<file path="src/verilog/tmr_pkg.sv">
package tmr_pkg;
	localparam int NUM_CH = 2;
	localparam int CHW    = 1;
	// register byte addresses
	localparam logic [7:0] TMR_CTRL_ADR = 8'h00;
	localparam logic [7:0] TMR_CNTH_ADR = 8'h04;
	localparam logic [7:0] TMR_CNTL_ADR = 8'h08;
	localparam logic [7:0] TMR_MODH_ADR = 8'h0C;
	localparam logic [7:0] TMR_MODL_ADR = 8'h10;
	localparam logic [7:0] TMR_CH_BASE  = 8'h20;
	localparam logic [7:0] TMR_CH_STEP  = 8'h10;
	localparam logic [7:0] TMR_CH_CTRL  = 8'h00;
	localparam logic [7:0] TMR_CH_VALH  = 8'h04;
	localparam logic [7:0] TMR_CH_VALL  = 8'h08;
	// timer_control fields
	localparam int TC_TOF  = 7;
	localparam int TC_OVERFLOW_IRQ_ENABLE = 6;
	localparam int TC_CPWM = 5;
	localparam int TC_CSS  = 3;
	localparam int TC_EXT  = 0;
	// channel_control fields
	localparam int CC_FLAG = 7;
	localparam int CC_IE   = 6;
	localparam int CC_MODE = 4;
	localparam int CC_ELS  = 2;
	// reset values and the free-running terminal count
	localparam logic [7:0]  TMR_CTRL_RST = 8'h00;
	localparam logic [15:0] TMR_CNT_RST  = 16'h0000;
	localparam logic [15:0] TMR_FREE_TC  = 16'hFFFF;
	// clock sources and the channel capture mode
	localparam logic [1:0] CSS_OFF   = 2'h0;
	localparam logic [1:0] CSS_BUS   = 2'h1;
	localparam logic [1:0] CSS_FIXED = 2'h2;
	localparam logic [1:0] CSS_EXT   = 2'h3;
	localparam logic [1:0] MODE_CAPTURE = 2'h0;

	typedef struct packed {
		logic        lat;
		logic        first_hi;
		logic [15:0] hold;
	} tmr_coh_type;

	typedef struct packed {
		logic        flag;
		logic        ie;
		logic [1:0]  mode;
		logic [1:0]  els;
		logic [15:0] val;
		tmr_coh_type coh;
		logic [2:0]  pin_sync;
		logic        irq;
	} tmr_chan_type;

	typedef struct packed {
		logic [15:0]             cnt;
		logic                    dir_down;
		logic                    counter_overflow_flag;
		logic                    overflow_irq_enable;
		logic                    cpwm;
		logic [1:0]              css;
		logic [CHW-1:0]          ext_sel;
		logic [15:0]             modv;
		tmr_coh_type             cnt_coh;
		logic [2:0]              fix_sync;
		logic                    ack;
		logic [31:0]             rdat;
		logic                    ovf_irq;
		tmr_chan_type [NUM_CH-1:0] ch;
	} tmr_state_type;
endpackage

</file>
<file path="src/verilog/tmr_top.sv">
// Added by the designer: the placing of the registers and register access over Wishbone.
`timescale 1ns/1ps
module tmr_top
	import tmr_pkg::*;
(
	// clock and reset
	input  wire logic              clk_i,
	input  wire logic              rst_i,
	// wishbone slave
	input  wire logic              wb_cyc_i,
	input  wire logic              wb_stb_i,
	input  wire logic              wb_we_i,
	input  wire logic [7:0]        wb_adr_i,
	input  wire logic [3:0]        wb_sel_i,
	input  wire logic [31:0]       wb_dat_i,
	output logic      [31:0]       wb_dat_o,
	output logic                   wb_ack_o,
	// clock sources and system status
	input  wire logic              fixed_clk_i,
	input  wire logic              loop_engaged_i,
	input  wire logic              debug_halt_i,
	// channel pins
	input  wire logic [NUM_CH-1:0] chan_pin_i,
	// interrupt requests
	output logic                   overflow_irq_o,
	output logic      [NUM_CH-1:0] chan_irq_o
);
	tmr_state_type st_q;
	tmr_state_type st_d;
	logic              acc;
	logic              wr;
	logic              rd;
	logic              tick;
	logic              tof_set;
	logic              cnt_wr;
	logic              fix_rise;
	logic [15:0]       tc;
	logic [7:0]        rbyte;
	logic [NUM_CH-1:0] rise;
	logic [NUM_CH-1:0] fall;
	logic [NUM_CH-1:0] cap;
	logic [NUM_CH-1:0] val_wr;

	// coherent 16-bit read: first byte read freezes the other one
	function automatic tmr_coh_type coh_read(input logic hi, input logic dbg, input logic [15:0] live,
		input tmr_coh_type cur, output logic [7:0] b);
		tmr_coh_type r;
		r = cur;
		if (dbg) begin
			// debug reads show the live value and leave the latch untouched
			b = hi ? live[15:8] : live[7:0];
		end else if (!cur.lat) begin
			b = hi ? live[15:8] : live[7:0];
			r.lat = 1'b1;
			r.first_hi = hi;
			r.hold = live;
		end else begin
			b = hi ? cur.hold[15:8] : cur.hold[7:0];
			if (hi != cur.first_hi) begin
				r.lat = 1'b0;
			end
		end
		return r;
	endfunction

	// next-state logic for the whole block
	always_comb begin
		st_d = st_q;
		acc = wb_cyc_i & wb_stb_i & ~st_q.ack;
		wr = acc & wb_we_i & wb_sel_i[0];
		rd = acc & ~wb_we_i;
		st_d.ack = acc;
		st_d.rdat = '0;
		rbyte = '0;
		cnt_wr = 1'b0;
		tof_set = 1'b0;
		val_wr = '0;
		// synchronizers: stage 0 feeds stage 1 only, edges seen on stages 1 and 2
		st_d.fix_sync = {st_q.fix_sync[1:0], fixed_clk_i};
		fix_rise = st_q.fix_sync[1] & ~st_q.fix_sync[2];
		for (int c = 0; c < NUM_CH; c++) begin
			st_d.ch[c].pin_sync = {st_q.ch[c].pin_sync[1:0], chan_pin_i[c]};
			rise[c] = st_q.ch[c].pin_sync[1] & ~st_q.ch[c].pin_sync[2];
			fall[c] = ~st_q.ch[c].pin_sync[1] & st_q.ch[c].pin_sync[2];
		end
		// tick source decode; an external clock above a quarter bus rate would lose edges
		case (st_q.css)
			CSS_OFF:   tick = 1'b0;
			CSS_BUS:   tick = 1'b1;
			CSS_FIXED: tick = loop_engaged_i ? fix_rise : 1'b1;
			CSS_EXT:   tick = rise[st_q.ext_sel];
			default:   tick = 1'b0;
		endcase
		// the counter freezes while the debugger halts the system
		tick = tick & ~debug_halt_i;
		tc = (st_q.modv == TMR_CNT_RST) ? TMR_FREE_TC : st_q.modv;
		// counting: one step per tick only
		if (!st_q.cpwm) begin
			st_d.dir_down = 1'b0;
		end
		if (tick) begin
			if (!st_q.cpwm) begin
				if (st_q.cnt == tc) begin
					st_d.cnt = TMR_CNT_RST;
					tof_set = 1'b1;
				end else begin
					st_d.cnt = st_q.cnt + 16'h0001;
				end
			end else if (!st_q.dir_down) begin
				if (st_q.cnt == tc) begin
					st_d.dir_down = 1'b1;
					st_d.cnt = st_q.cnt - 16'h0001;
					tof_set = 1'b1;
				end else begin
					st_d.cnt = st_q.cnt + 16'h0001;
				end
			end else begin
				if (st_q.cnt == TMR_CNT_RST) begin
					st_d.dir_down = 1'b0;
					st_d.cnt = st_q.cnt + 16'h0001;
				end else begin
					st_d.cnt = st_q.cnt - 16'h0001;
				end
			end
		end
		// capture decode per channel; center mode disables capture on every channel
		for (int c = 0; c < NUM_CH; c++) begin
			cap[c] = ~st_q.cpwm & (st_q.ch[c].mode == MODE_CAPTURE) &
				((rise[c] & st_q.ch[c].els[0]) | (fall[c] & st_q.ch[c].els[1]));
		end
		// register writes
		if (wr) begin
			case (wb_adr_i)
				TMR_CTRL_ADR: begin
					if (wb_dat_i[TC_TOF]) begin
						st_d.counter_overflow_flag = 1'b0;
					end
					st_d.overflow_irq_enable = wb_dat_i[TC_OVERFLOW_IRQ_ENABLE];
					st_d.cpwm = wb_dat_i[TC_CPWM];
					st_d.css = wb_dat_i[TC_CSS +: 2];
					st_d.ext_sel = wb_dat_i[TC_EXT +: CHW];
				end
				TMR_CNTH_ADR, TMR_CNTL_ADR: begin
					cnt_wr = 1'b1;
					st_d.cnt = TMR_CNT_RST;
					st_d.dir_down = 1'b0;
					st_d.cnt_coh.lat = 1'b0;
				end
				TMR_MODH_ADR: st_d.modv[15:8] = wb_dat_i[7:0];
				TMR_MODL_ADR: st_d.modv[7:0] = wb_dat_i[7:0];
				default: ;
			endcase
			for (int c = 0; c < NUM_CH; c++) begin
				if (wb_adr_i == 8'(TMR_CH_BASE + c * TMR_CH_STEP + TMR_CH_CTRL)) begin
					if (wb_dat_i[CC_FLAG]) begin
						st_d.ch[c].flag = 1'b0;
					end
					st_d.ch[c].ie = wb_dat_i[CC_IE];
					st_d.ch[c].mode = wb_dat_i[CC_MODE +: 2];
					st_d.ch[c].els = wb_dat_i[CC_ELS +: 2];
					st_d.ch[c].coh.lat = 1'b0;
				end
				// value writes are dropped in capture mode while center mode is off
				if (st_q.cpwm || st_q.ch[c].mode != MODE_CAPTURE) begin
					if (wb_adr_i == 8'(TMR_CH_BASE + c * TMR_CH_STEP + TMR_CH_VALH)) begin
						st_d.ch[c].val[15:8] = wb_dat_i[7:0];
					end
					if (wb_adr_i == 8'(TMR_CH_BASE + c * TMR_CH_STEP + TMR_CH_VALL)) begin
						st_d.ch[c].val[7:0] = wb_dat_i[7:0];
					end
				end
				val_wr[c] = (wb_adr_i == 8'(TMR_CH_BASE + c * TMR_CH_STEP + TMR_CH_VALH)) |
					(wb_adr_i == 8'(TMR_CH_BASE + c * TMR_CH_STEP + TMR_CH_VALL));
			end
		end
		// register reads
		if (rd) begin
			case (wb_adr_i)
				TMR_CTRL_ADR: begin
					rbyte[TC_TOF] = st_q.counter_overflow_flag;
					rbyte[TC_OVERFLOW_IRQ_ENABLE] = st_q.overflow_irq_enable;
					rbyte[TC_CPWM] = st_q.cpwm;
					rbyte[TC_CSS +: 2] = st_q.css;
					rbyte[TC_EXT +: CHW] = st_q.ext_sel;
				end
				TMR_CNTH_ADR, TMR_CNTL_ADR: begin
					st_d.cnt_coh = coh_read(wb_adr_i == TMR_CNTH_ADR, debug_halt_i, st_q.cnt, st_q.cnt_coh, rbyte);
				end
				TMR_MODH_ADR: rbyte = st_q.modv[15:8];
				TMR_MODL_ADR: rbyte = st_q.modv[7:0];
				default: ;
			endcase
			for (int c = 0; c < NUM_CH; c++) begin
				if (wb_adr_i == 8'(TMR_CH_BASE + c * TMR_CH_STEP + TMR_CH_CTRL)) begin
					rbyte[CC_FLAG] = st_q.ch[c].flag;
					rbyte[CC_IE] = st_q.ch[c].ie;
					rbyte[CC_MODE +: 2] = st_q.ch[c].mode;
					rbyte[CC_ELS +: 2] = st_q.ch[c].els;
				end
				if (wb_adr_i == 8'(TMR_CH_BASE + c * TMR_CH_STEP + TMR_CH_VALH) ||
					wb_adr_i == 8'(TMR_CH_BASE + c * TMR_CH_STEP + TMR_CH_VALL)) begin
					st_d.ch[c].coh = coh_read(wb_adr_i == 8'(TMR_CH_BASE + c * TMR_CH_STEP + TMR_CH_VALH),
						debug_halt_i, st_q.ch[c].val, st_q.ch[c].coh, rbyte);
				end
			end
			st_d.rdat = {24'h000000, rbyte};
		end
		// hardware sets come last so an event beats a same-cycle clear
		if (tof_set) begin
			st_d.counter_overflow_flag = 1'b1;
		end
		for (int c = 0; c < NUM_CH; c++) begin
			if (cap[c]) begin
				st_d.ch[c].val = st_q.cnt;
				st_d.ch[c].flag = 1'b1;
			end
			st_d.ch[c].irq = st_d.ch[c].flag & st_d.ch[c].ie;
		end
		st_d.ovf_irq = st_d.counter_overflow_flag & st_d.overflow_irq_enable;
	end

	// state register
	always_ff @(posedge clk_i) begin
		if (rst_i) begin
			st_q <= '0;
		end else begin
			st_q <= st_d;
		end
	end

	// outputs straight from the state register
	assign wb_dat_o = st_q.rdat;
	assign wb_ack_o = st_q.ack;
	assign overflow_irq_o = st_q.ovf_irq;
	always_comb begin
		for (int c = 0; c < NUM_CH; c++) begin
			chan_irq_o[c] = st_q.ch[c].irq;
		end
	end
endmodule

</file>
<file path="config.mk">
export PLATFORM = sky130hd
export DESIGN_NAME = tmr_top
export DESIGN_NICKNAME = d
export VERILOG_FILES = /design/src/verilog/tmr_pkg.sv /design/src/verilog/tmr_top.sv
export SDC_FILE = /design/constraint.sdc
export NUM_CORES = 1
export LEC_CHECK = 0
export ABC_AREA = 1
export BUFFER_PORTS_ARGS = -buffer_cell sky130_fd_sc_hd__buf_2
export CAP_MARGIN = 0
export CORE_MARGIN = 8
export CORE_UTILIZATION = 60
export CTS_CLUSTER_SIZE = 40
export DETAILED_ROUTE_END_ITERATION = 10
export GPL_TIMING_DRIVEN = 0
export PLACE_DENSITY = 0.83
export SLEW_MARGIN = 20
export SYNTH_ARGS = -nofsm -noshare
export SYNTH_HDL_FRONTEND = slang
export SYNTH_SLANG_ARGS = --single-unit
</file>
<file path="constraint.sdc">
create_clock -name clk_i -period 2.3 [get_ports clk_i]
set_input_delay 0.46 -clock clk_i [delete_from_list [all_inputs] [get_ports clk_i]]
set_output_delay 0.46 -clock clk_i [all_outputs]
set_load 0.05 [all_outputs]
</file>
* After elaboration in Yosys (flattened, before gate mapping)
Cells that the tools add are included.
Storage, ports and cells: register bits 182, bits of input ports 54, logic and storage cells 215
Operators by class: add/subtract/negate cells 2, magnitude comparators 1, equality and inequality tests 20, multiplexer cells 82, bitwise logic cells 37, reduce and logical (&&, ||, !) cells 34
Operators with widths (number):
- $mux 18 | 9
- $mux 8 | 20
- $mux 16 | 9
- $mux 17 | 6
- $eq 8x6->1 const B | 6
- $mux 23 | 2
- $mux 40 | 1
- $logic_not 16->1 | 2
- $mux 6 | 5
- $mux 1 | 26
- $and 1x1->1 | 22
- $pmux 5 s4 | 1
- $reduce_bool 2->1 | 10
- $add 16x1->16 const B | 1
- $eq 16x16->1 | 1
- $eq 8x4->1 const B | 2
- $sub 16x1->16 const B | 1
- $not 1->1 | 13
- $reduce_and 3->1 | 4
- $reduce_and 4->1 | 3
- $reduce_and 2->1 | 5
- $ne 3x3->1 const B | 3
- $eq 8x3->1 const B | 1
- $eq 8x5->1 const B | 1
- other kinds (11) | 22

* Longest topological paths before layout
Gate-level depths: netlist (run 1).
word-level depth 11, gate-level depth with buffers 18

* Worst setup path after synthesis (run 1)
Ideal clock, no wire load.
path kind in2reg, from input port wb_adr_i[7], to register st_q (netlist bit wb_dat_o[5]), library setup time 0.109 ns, arrival time 1.849 ns, data required time 2.191 ns, setup slack 0.342 ns, cell stages on the path 13, cell sequence nor2_1 > nand3_1 > nor2_4 > inv_2 > clkbuf_1 > o21ai_1 > o22ai_1 > nand2_1 > o211ai_1 > a21oi_1 > nand3_1 > nand2_1 > inv_1
Between the ends: longest elaborated chain between the ends 9
Ends and longest elaborated chain:
- start: declaration | RTL line tmr_top.sv:13 | input wire logic [7:0] wb_adr_i,
- $eq 8x3->1
- $mux 8, on equally long branches | RTL line tmr_top.sv:51, tmr_top.sv:53, tmr_top.sv:58
- $mux 8 | RTL line tmr_top.sv:52 | end else if (!cur.lat) begin
- $mux 8 | RTL line tmr_top.sv:49 | if (dbg) begin
- $pmux 5 s4 | RTL line tmr_top.sv:178 | case (wb_adr_i)
- $mux 6 | RTL line tmr_top.sv:194 | if (wb_adr_i == 8'(TMR_CH_BASE + c * TMR_CH_STEP + TMR_CH_CTRL)) begin
- $mux 8 | RTL line tmr_top.sv:200 | if (wb_adr_i == 8'(TMR_CH_BASE + c * TMR_CH_STEP + TMR_CH_VALH) ||
- $mux 6 | RTL line tmr_top.sv:194
- $mux 8 (*) | RTL line tmr_top.sv:200
- end signal: assignment | RTL line tmr_top.sv:227 | st_q <= st_d;
- end: declaration | RTL line tmr_top.sv:28 | tmr_state_type st_q;
Mark *: on every way between the ends. The rest lies on a longest branch, timed or not. A chain may end at the register's enable or synchronous reset.

* Worst setup path after layout (run 1)
from register st_q[175] (netlist bit), to register st_q (netlist bit overflow_irq_o)
Between the ends: longest elaborated chain between the ends 7
Ends and longest elaborated chain:
- $eq 16x16->1 (*) | RTL line tmr_top.sv:103, tmr_top.sv:110
- $mux 1 (*) | RTL line tmr_top.sv:103, tmr_top.sv:110
- $mux 1 | RTL line tmr_top.sv:109 | end else if (!st_q.dir_down) begin
- $mux 1 (*) | RTL line tmr_top.sv:102 | if (!st_q.cpwm) begin
- $mux 1 (*) | RTL line tmr_top.sv:101 | if (tick) begin
- $mux 1 (*) | RTL line tmr_top.sv:209 | if (tof_set) begin
- $and 1x1->1 (*) | RTL line tmr_top.sv:219 | st_d.ovf_irq = st_d.counter_overflow_flag & st_d.overflow_irq_enable;
Marked as above.

==> summary.md, run 1 <==
| Metric | Value |
|---|---|
| Top cells by area, synth | `dfxtp_1 (36%), o21ai_0 (9.1%), nor2_1 (8.9%), nand2_1 (8.4%), a21oi_1 (6.8%)` |
| Row cnt | `44` |
| Critical path launch point type | `flip-flop` |
| Most frequent cells in the layout | `nor2_1 (191), nand2_1 (184), o21ai_0 (157)` |
| Congestion Overflow GR | `0` |
| Core area | `0.01437 mm2` |
| Seq/Total Area, Yosys | `0.3620` |
| Min-delay src | `fixed_clk_i` |
| CP Class | `reg -> reg` |
| Top cell type's share of synthesized area | `0.3620` |
| CP Cell Sequence | `clkinvlp_4 -> buf_4 -> nand2_1 -> nand2_2 -> nor2_1 -> nand2_1 -> nor2_4 -> nand2_4 -> buf_8 -> o21ai_1 -> inv_1 -> nor3_2` |
| Iteration-0 DRC Markers | `1378` |
| Slew margin rel. | `0.4365` |
| Met3 wire length | `3.687 mm` |
| Reg-to-reg critical path startpoint | `st_q[175]` |
| Final Slew Violations | `0` |
| Clk_lat worst skew | `0.45 ns` |
| Synth area leader | `dfxtp_1` |
| Most common cell after layout, fill and taps aside | `nor2_1` |
| Hold EP | `st_d[123]` |
| CTS tree | `yes` |
| Pwr dens | `555.6 mW/mm2` |
| Worst setup skew after layout | `0.01545 ns` |
| Vias | `9727` |
| Max Freq | `440.1 MHz` |
| Max IR drop VDD | `0.5400 mV` |
| Met2 wire len | `12.82 mm` |
| Cell Area, Synth | `0.008737 mm2` |
| WL/cell | `19.06 um` |
| Routed Antenna Nets | `0` |
| Setup crit end kind | `flip-flop` |
| Initial Utilization | `0.6081` |
| Leakage | `4.220 nW` |
| Clock-pin slew on the worst setup and hold paths | `0.06 ns` |
| Layout area overhead | `16.68%` |
| I/O Buffers | `38` |
| CP most frequent cell | `nand2_1` |
| DPL Wire Length | `21.82 mm` |
| Placed Instances | `1555` |
| Clock sinks | `158` |
| Hold Vio Cnt, Final | `0` |
| Vias in the first global route | `8337` |
| Outcome | `complete, no violations` |
| Yosys warns | `0` |
| Synth Register Bits | `158` |
| Type of the most critical hold path | `in -> reg` |
| Largest net degree at the start of global routing | `17` |
| Post-route insts no fill | `1609` |
| Cells on Worst Hold Path | `3` |
| Antenna violations before repair | `0` |
| Top Layer Used | `met4` |
| CP peak stage delay | `0.59 ns` |
| Metal1 wirelength | `12.68 mm` |
| RR Endpoint | `overflow_irq_o` |
| Global placement routability congestion | `0.9651` |
| Final setup fails | `0` |
| RSZ-0062 raised after global routing | `true` |
| Fraction of layout cells with a size suffix above 1 | `0.1782` |
| Minimum clock period | `2.272 ns` |
| Worst-path fanout max | `7` |
| Syn avg cell area | `6.670 um2` |
| CTS Buf Count | `17` |
| GRT Resource Usage Total | `0.3209` |
| CP arrival | `2.62 ns` |
| Cell count after synthesis | `1310` |
| Worst EP required | `2.65 ns` |
| Final WL | `30.67 mm` |
| Antenna diodes | `0` |
| Worst slew pin tran | `0.8452 ns` |
| Final net count | `1469` |
| Via density | `6.045` |
| CTS root buf | `clkbuf_16` |
| Die height | `136.7 um` |
| H-tree levels | `4` |
| MaxCap Viol Count | `0` |
| Residual DRC | `0` |
| Worst r2r path cells | `12` |
| Crit path max-delay cell type | `dfxtp_1` |
| Initial DRT Pass Iterations | `6` |
| # IOs | `90` |
| Final Cycle Share | `0.9880` |
| Clock Tree Buf Depth | `2` |
| Die width | `136.7 um` |
| Yosys cell types | `45` |
| Hold Buf Count CTS | `0` |
| Hold WS | `0.2223 ns` |
| First-pass GRT wire length | `45.89 mm` |
| Die area | `0.01868 mm2` |
| Reg-to-reg slack, setup | `0.03 ns` |
-- what timing repair did --
item | CTS | global route
resized for setup | 6 | 69
cloned | 0 | 3
setup endpoints to repair | 18 | 56
pin swaps | 0 | 18
setup buffers | 0 | 21
-- Yosys cell counts, drive strengths merged --
| master | count |
|---|---|
| nor2 | 214 |
| nand2 | 200 |
| o21ai | 168 |
| dfxtp | 158 |
| inv | 131 |
| a21oi | 119 |
| nand3 | 71 |
| buf | 58 |
| nor3 | 46 |
| clkbuf | 34 |
| xor2 | 25 |
| a211oi | 23 |
| o22ai | 18 |
| clkinv | 8 |
| nand4 | 8 |
| o211ai | 7 |
| a31oi | 4 |
| ha | 3 |
| o2111ai | 2 |
| o221ai | 2 |
| or2 | 2 |
| xnor2 | 2 |
| a22oi | 1 |
| a41oi | 1 |
| conb | 1 |
| nand3b | 1 |
| nor4 | 1 |
| o21a | 1 |
| o31ai | 1 |
-- area by class of cell --
class	instances	area (um2)
plain buffers	90	534.3
flip-flops and latches	158	3182
fillers	1282	4174
repair buffers	62	409.1
clock buffers	19	442.9
clock inverters	13	90.09
multi-input cells	944	4753
inverters	139	553.0
well taps	184	230.2
-- per-stage QoR --
stage               utilization  TNS (ns)  setup WS (ns)  area, um2  total power, mW
finish                   0.7095         0        0.02756      10190            5.664
global route             0.7095   -0.1304       -0.04364      10190            5.759
CTS                      0.6806         0        0.01167       9779            5.641
detailed placement       0.6433    -13.13        -0.4100       9244            3.103
global placement         0.6433    -10.23        -0.4343       9244            3.100
floorplan                     -         0         0.3416       8823            3.013
-- registers in the layout, summed over array words and instances (netlist names) --
name,flops
st_d,6
chan_irq_o,2
st_q,140
wb_dat_o,8
overflow_irq_o,1
wb_ack_o,1
-- power by group --
part           switching (mW)  total [mW]  leakage, nW  internal, mW
combinational           0.240       0.314         2.68        0.0733
sequential            0.00353        2.74         1.28          2.74
clock                    1.20        2.61        0.256          1.41
total                    1.44        5.66         4.22          4.22
-- worst max-delay path, delay by kind of cell (launching register included) --
family | cells | cell delay [ns]
buffers and inverters | 4 | 0.67
and+or+nand+nor | 7 | 0.80
DFF | 1 | 0.59
AOI/OAI and AO/OA | 1 | 0.11
-- metal layers --
metal  up-vias  global-route usage
li1       4480                   -
met1      4483              0.4469
met2       652              0.4655
met3       112             0.05984
met4         0              0.1568
met5         -                   0
-- cells by family after synthesis --
family / synth area share
XOR/XNOR: 0.02707
flip-flops: 0.3620
adder cells (fa/ha/maj): 0.004297
AND/OR/NAND/NOR: 0.2687
buffers and inverters: 0.1201
AO/OA/AOI/OAI: 0.2174
other: 0.0004292
-- how the worst max path moves through the flow --
stage                 from        endpoint  slack, ns  cells past startpoint
6_report         st_q[175]  overflow_irq_o       0.03                     12
5_1_grt          st_q[149]  overflow_irq_o      -0.04                     15
4_1_cts          st_q[166]       st_q[180]       0.01                     11
3_5_place_dp   wb_adr_i[7]     wb_dat_o[5]      -0.41                     14
3_3_place_gp   wb_adr_i[7]     wb_dat_o[5]      -0.43                     14
2_1_floorplan  wb_adr_i[7]     wb_dat_o[5]       0.34                     13
Power figures use the tool's default switching activity.
==> run 2, diff against run 1 <==
Settings changed: CORE_MARGIN 8 to 2.
==> run 2 against run 1 <==
- routed wire length down 3.4%
- die area down 17%
- highest routed layer unchanged
- total power grew 8.2%
==> summary.md, run 2 (synthesized netlist as in run 1, its figures left out) <==
| Metric | Value |
|---|---|
| Clk_lat worst skew | `0.44 ns` |
| Worst EP required | `2.63 ns` |
| Max reg flops | `140` |
| Setup tns final | `0 ns` |
| Layout area overhead | `17.47%` |
| Most frequent cells in the layout | `nor2_1 (194), nand2_1 (186), o21ai_0 (158)` |
| Routed Antenna Nets | `0` |
| Final Slew Violations | `0` |
| Slew margin rel. | `0.4890` |
| Worst slew pin tran | `0.7664 ns` |
| Type of the most critical hold path | `in -> reg` |
| First-pass GRT wire length | `44.99 mm` |
| Die area | `0.01554 mm2` |
| Final net count | `1467` |
| Worst r2r path cells | `11` |
| Die width | `124.7 um` |
| Worst setup skew after layout | `0.01097 ns` |
| Setup crit end kind | `flip-flop` |
| Iteration-0 DRC Markers | `1467` |
| Leakage | `4.219 nW` |
| DPL Wire Length | `20.90 mm` |
| Pwr dens | `597.3 mW/mm2` |
| Placed Instances | `1555` |
| RSZ-0062 raised after global routing | `true` |
| Antenna diodes | `0` |
| Post-route insts no fill | `1607` |
| Die height | `124.7 um` |
| Initial Utilization | `0.6081` |
| Minimum clock period | `2.248 ns` |
| Clock Tree Buf Depth | `2` |
| H-tree levels | `4` |
| CTS root buf | `clkbuf_16` |
| Post-place setup slack | `-0.3851 ns` |
| Outcome | `complete, no violations` |
| Max IR drop VDD | `0.6382 mV` |
| Via density | `6.032` |
| Final core occ | `0.7143` |
| Reg-to-reg slack, setup | `0.05 ns` |
| Max Freq | `444.7 MHz` |
| Hold Vio Cnt, Final | `0` |
| Vias in the first global route | `8324` |
| Clock-pin slew on the worst setup and hold paths | `0.06 ns` |
| CTS tree | `yes` |
| Final setup fails | `0` |
| Vias | `9693` |
| Final WL | `29.63 mm` |
| Initial DRT Pass Iterations | `8` |
| Largest net degree at the start of global routing | `17` |
| Congestion Overflow GR | `0` |
| Residual DRC | `0` |
| Fraction of layout cells with a size suffix above 1 | `0.1736` |
| Row cnt | `44` |
| Clock sinks | `158` |
| Worst-path fanout max | `7` |
| CP Class | `reg -> reg` |
| Most common cell after layout, fill and taps aside | `nor2_1` |
| Hold Buf Count CTS | `0` |
| I/O Buffers | `38` |
| Most flop-heavy register | `st_q` |
| CTS Buf Count | `17` |
| WL/cell | `18.44 um` |
| # IOs | `90` |
| Antenna violations before repair | `0` |
| MaxCap Viol Count | `0` |
| Setup ws final | `0.05154 ns` |
| Cells on Worst Hold Path | `3` |
| Core area | `0.01437 mm2` |
| CP arrival | `2.58 ns` |
| GRT Resource Usage Total | `0.3693` |
| Global placement routability congestion | `1.003` |
| Hold WS | `0.2189 ns` |
| Critical path launch point type | `flip-flop` |
| Final Cycle Share | `0.9776` |
[run 2: per-stage QoR]
stage               cell area (um2)  total power [mW]
CTS                            9894             6.101
detailed placement             9244             3.097
global placement               9244             3.096
finish                        10260             6.130
floorplan                      8823             3.013
global route                  10260             6.239
[run 2: layer usage]
layer | part of all wire | vias up | GRT usage
met5 | 0 | - | 0
met4 | 0.051 | 0 | 0.1804
met3 | 0.13 | 125 | 0.1057
met2 | 0.42 | 714 | 0.5291
met1 | 0.40 | 4375 | 0.5097
li1 | - | 4479 | -
[run 2: repair_timing]
| item | 4_1_cts | 5_1_grt |
|---|---|---|
| buffers inserted | 0 | 18 |
| resized for setup | 5 | 64 |
| hold endpoints to repair | 0 | 0 |
| cloned | 0 | 2 |
| pin swaps | 0 | 15 |
| endpoints found under the setup margin | 18 | 39 |
[run 2: final timing paths]
check | start | endpoint
worst max-delay path | st_q[178] | st_q[178]
worst min-delay path | fixed_clk_i | st_d[123]
worst min register to register | st_d[2] | st_d[3]
worst max register to register | st_q[178] | st_q[178]
[run 2: critical path, cell delays in order (launching register included)]
cell,delay (ns)
dfxtp_1,0.57
inv_1,0.34
nand2_1,0.17
nand2_2,0.08
nor2_2,0.09
nand2_2,0.07
nor2_4,0.16
nand2_2,0.10
buf_6,0.14
buf_4,0.17
a21oi_1,0.15
a21oi_1,0.08
[run 2: final cells by class]
cell class / count / area, um2
plain buffers: 92 / 534.3
well taps: 184 / 230.2
inverters: 139 / 551.8
flip-flops and latches: 158 / 3174
fillers: 1211 / 4105
multi-input cells: 944 / 4785
clock buffers: 19 / 452.9
clock inverters: 13 / 187.7
repair buffers: 58 / 347.8
[run 2: where the power goes]
part	internal (mW)	leakage, nW	switching (mW)
clock	1.88	0.306	1.20
combinational	0.0724	2.64	0.233
sequential	2.74	1.28	0.00394
==> run 3, diff against run 2 <==
Settings changed: CORE_UTILIZATION 60 to 55, PLACE_DENSITY 0.83 to 0.77.
==> run 3 against run 2 <==
- clock power is 3% lower
- utilization is 6.6 points lower
- final area is 0.69% lower
- critical path depth stayed put
- maximum frequency is 0.77% higher
- total power is 1.4% lower
- sequential power hardly changed
- non-clock buffer count is 6 lower
- register-to-register slack better by 0.02 ns
- flip-flop and latch count stayed put
- critical path type unchanged
==> summary.md, run 3 (synthesized netlist as in run 1, its figures left out) <==
| Metric | Value |
|---|---|
| Worst setup skew after layout | `0.02278 ns` |
| CP Class | `reg -> reg` |
| Setup crit end kind | `flip-flop` |
| CTS root buf | `clkbuf_16` |
| Clock Tree Buf Depth | `2` |
| Switching share of total power | `0.2301` |
| Clock power frac | `0.495` |
| DPL Wire Length | `21.42 mm` |
| Slew margin rel. | `0.4836` |
| Max reg flops | `140` |
| Antenna diodes | `0` |
| Met1 usage | `0.4891` |
| Reg-to-reg slack, setup | `0.07 ns` |
| Most common cell after layout, fill and taps aside | `nor2_1` |
| Leakage | `4.199 nW` |
| Largest net degree at the start of global routing | `17` |
| RR Endpoint | `st_q[180]` |
| Combinational share of power | `0.051` |
| Met3 Use GR | `0.07954` |
| Minimum clock period | `2.231 ns` |
| Core area | `0.01571 mm2` |
| WL/cell | `18.22 um` |
| Final WL | `29.75 mm` |
| Critical path launch point type | `flip-flop` |
| Vias | `9472` |
| Max Freq | `448.2 MHz` |
| Row cnt | `46` |
| Hold EP | `st_d[46]` |
| Initial Utilization | `0.5561` |
| Initial DRT Pass Iterations | `6` |
| Cells on Worst Hold Path | `3` |
| Min-delay src | `chan_pin_i[1]` |
| CTS Buf Count | `17` |
| # IOs | `90` |
| Post-route insts no fill | `1633` |
| MaxCap Viol Count | `0` |
| Placed Instances | `1587` |
| Switching power | `1.391 mW` |
| H-tree levels | `4` |
| Clk_lat worst skew | `0.44 ns` |
| Outcome | `complete, no violations` |
| Filler cells | `1482` |
| Final setup fails | `0` |
| Hold Buf Count CTS | `0` |
| Final core occ | `0.6487` |
| Final Cycle Share | `0.9701` |
| Vias in the first global route | `8247` |
| Die area | `0.01691 mm2` |
| GRT Resource Usage Total | `0.3510` |
| Final net count | `1461` |
| Iteration-0 DRC Markers | `1213` |
| Congestion Overflow GR | `0` |
| Max IR drop VDD | `0.4949 mV` |
| Hold Vio Cnt, Final | `0` |
| Worst EP required | `2.61 ns` |
| Antenna violations before repair | `0` |
| Residual DRC | `0` |
| Final Slew Violations | `0` |
| I/O Buffers | `38` |
| Global placement routability congestion | `0.9993` |
| First-pass GRT wire length | `44.87 mm` |
| Layout area overhead | `16.66%` |
| Routed Antenna Nets | `0` |
| Reg-to-reg critical path startpoint | `st_q[172]` |
| Most frequent cells in the layout | `nor2_1 (193), nand2_1 (190), o21ai_0 (157)` |
| CP arrival | `2.54 ns` |
| Register share of total power | `0.454` |
| Die height | `130.0 um` |
| Internal power | `4.654 mW` |
| Via density | `5.800` |
| Pwr dens | `593.1 mW/mm2` |
| Most flop-heavy register | `st_q` |
| Met2 usage | `0.5257` |
| Type of the most critical hold path | `in -> reg` |
| Die width | `130.0 um` |
| Worst slew pin tran | `0.7746 ns` |
| Fraction of layout cells with a size suffix above 1 | `0.1623` |
| Most crowded layer after global routing | `met2` |
| Worst r2r path cells | `11` |
| Clock sinks | `158` |
| Clock-pin slew on the worst setup and hold paths | `0.07 ns` |
| CTS tree | `yes` |
| Worst-path fanout max | `8` |
[run 3: changes by cell type in the layout (fill, tap and decap cells not counted), sizes merged]
cell      delta
clkbuf       +1
clkinvlp     -2
buf          -5
clkinv       +2
inv          -2
[run 3: how the worst max path moves through the flow]
stage	from	slack, ns	endpoint
after floorplan	wb_adr_i[7]	0.34	wb_dat_o[5]
after global placement	wb_adr_i[7]	-0.47	st_q[164]
after detailed placement	wb_adr_i[7]	-0.44	st_q[164]
after CTS	st_q[166]	0.004	st_q[180]
after global routing	st_q[172]	-0.06	st_q[180]
final	st_q[172]	0.07	st_q[180]
[run 3: worst max-delay path: stages, from the launching register on]
cell        delay [ns]
dfxtp_1           0.30
buf_2             0.29
clkinvlp_4        0.27
nand4_1           0.19
nor3_2            0.09
or2_2             0.33
nor2_1            0.22
inv_1             0.14
nand3_1           0.11
nand2_1           0.05
nand2_1           0.05
a21oi_1           0.05
[run 3: final cells by class]
class / instances / area, um2 / area share
multi-input combinational: 944 / 4741 / 0.4651
sequential: 158 / 3176 / 0.3116
inverter: 139 / 551.8 / 0.05414
buffer: 90 / 530.5 / 0.05205
clock buffer: 21 / 450.4 / 0.04419
timing repair buffer: 54 / 307.8 / 0.03020
tap: 216 / 270.3 / 0.02652
clock inverter: 11 / 165.2 / 0.01620
[run 3: repair_timing]
item                       in CTS  in global routing
buffers inserted                0                 15
hold endpoints to repair        0                  0
pin swaps                       0                 11
gates cloned                    0                  1
gates resized for setup         6                 51
setup endpoints to repair      20                 49
[run 3: routing by layer]
layer | vias to the layer above | share of wire
li1 | 4464 | -
met2 | 623 | 0.43
met5 | - | 0
met4 | 0 | 0.042
met3 | 90 | 0.12
met1 | 4295 | 0.41
[run 3: metrics by stage]
stage | TNS (ns) | setup WS, ns | hold WS, ns | instance area, um2 | total power, mW
final | 0 | 0.06879 | 0.2189 | 10190 | 6.045
after floorplan | 0 | 0.3416 | 0.3883 | 8823 | 3.013
after detailed placement | -13.03 | -0.4386 | 0.3949 | 9284 | 3.099
after global placement | -12.39 | -0.4697 | 0.3920 | 9284 | 3.099
after global routing | -0.1478 | -0.06432 | 0.2357 | 10190 | 6.184
after CTS | 0 | 0.004367 | 0.2190 | 9908 | 6.054
[run 3: power groups by stage]
stage	Clock [mW]	Combinational (mW)	Sequential, mW
finish	2.99	0.307	2.74
global route	3.12	0.321	2.74
CTS	3.02	0.292	2.75
detailed placement	0	0.291	2.81
global placement	0	0.291	2.81
floorplan	0	0.203	2.81
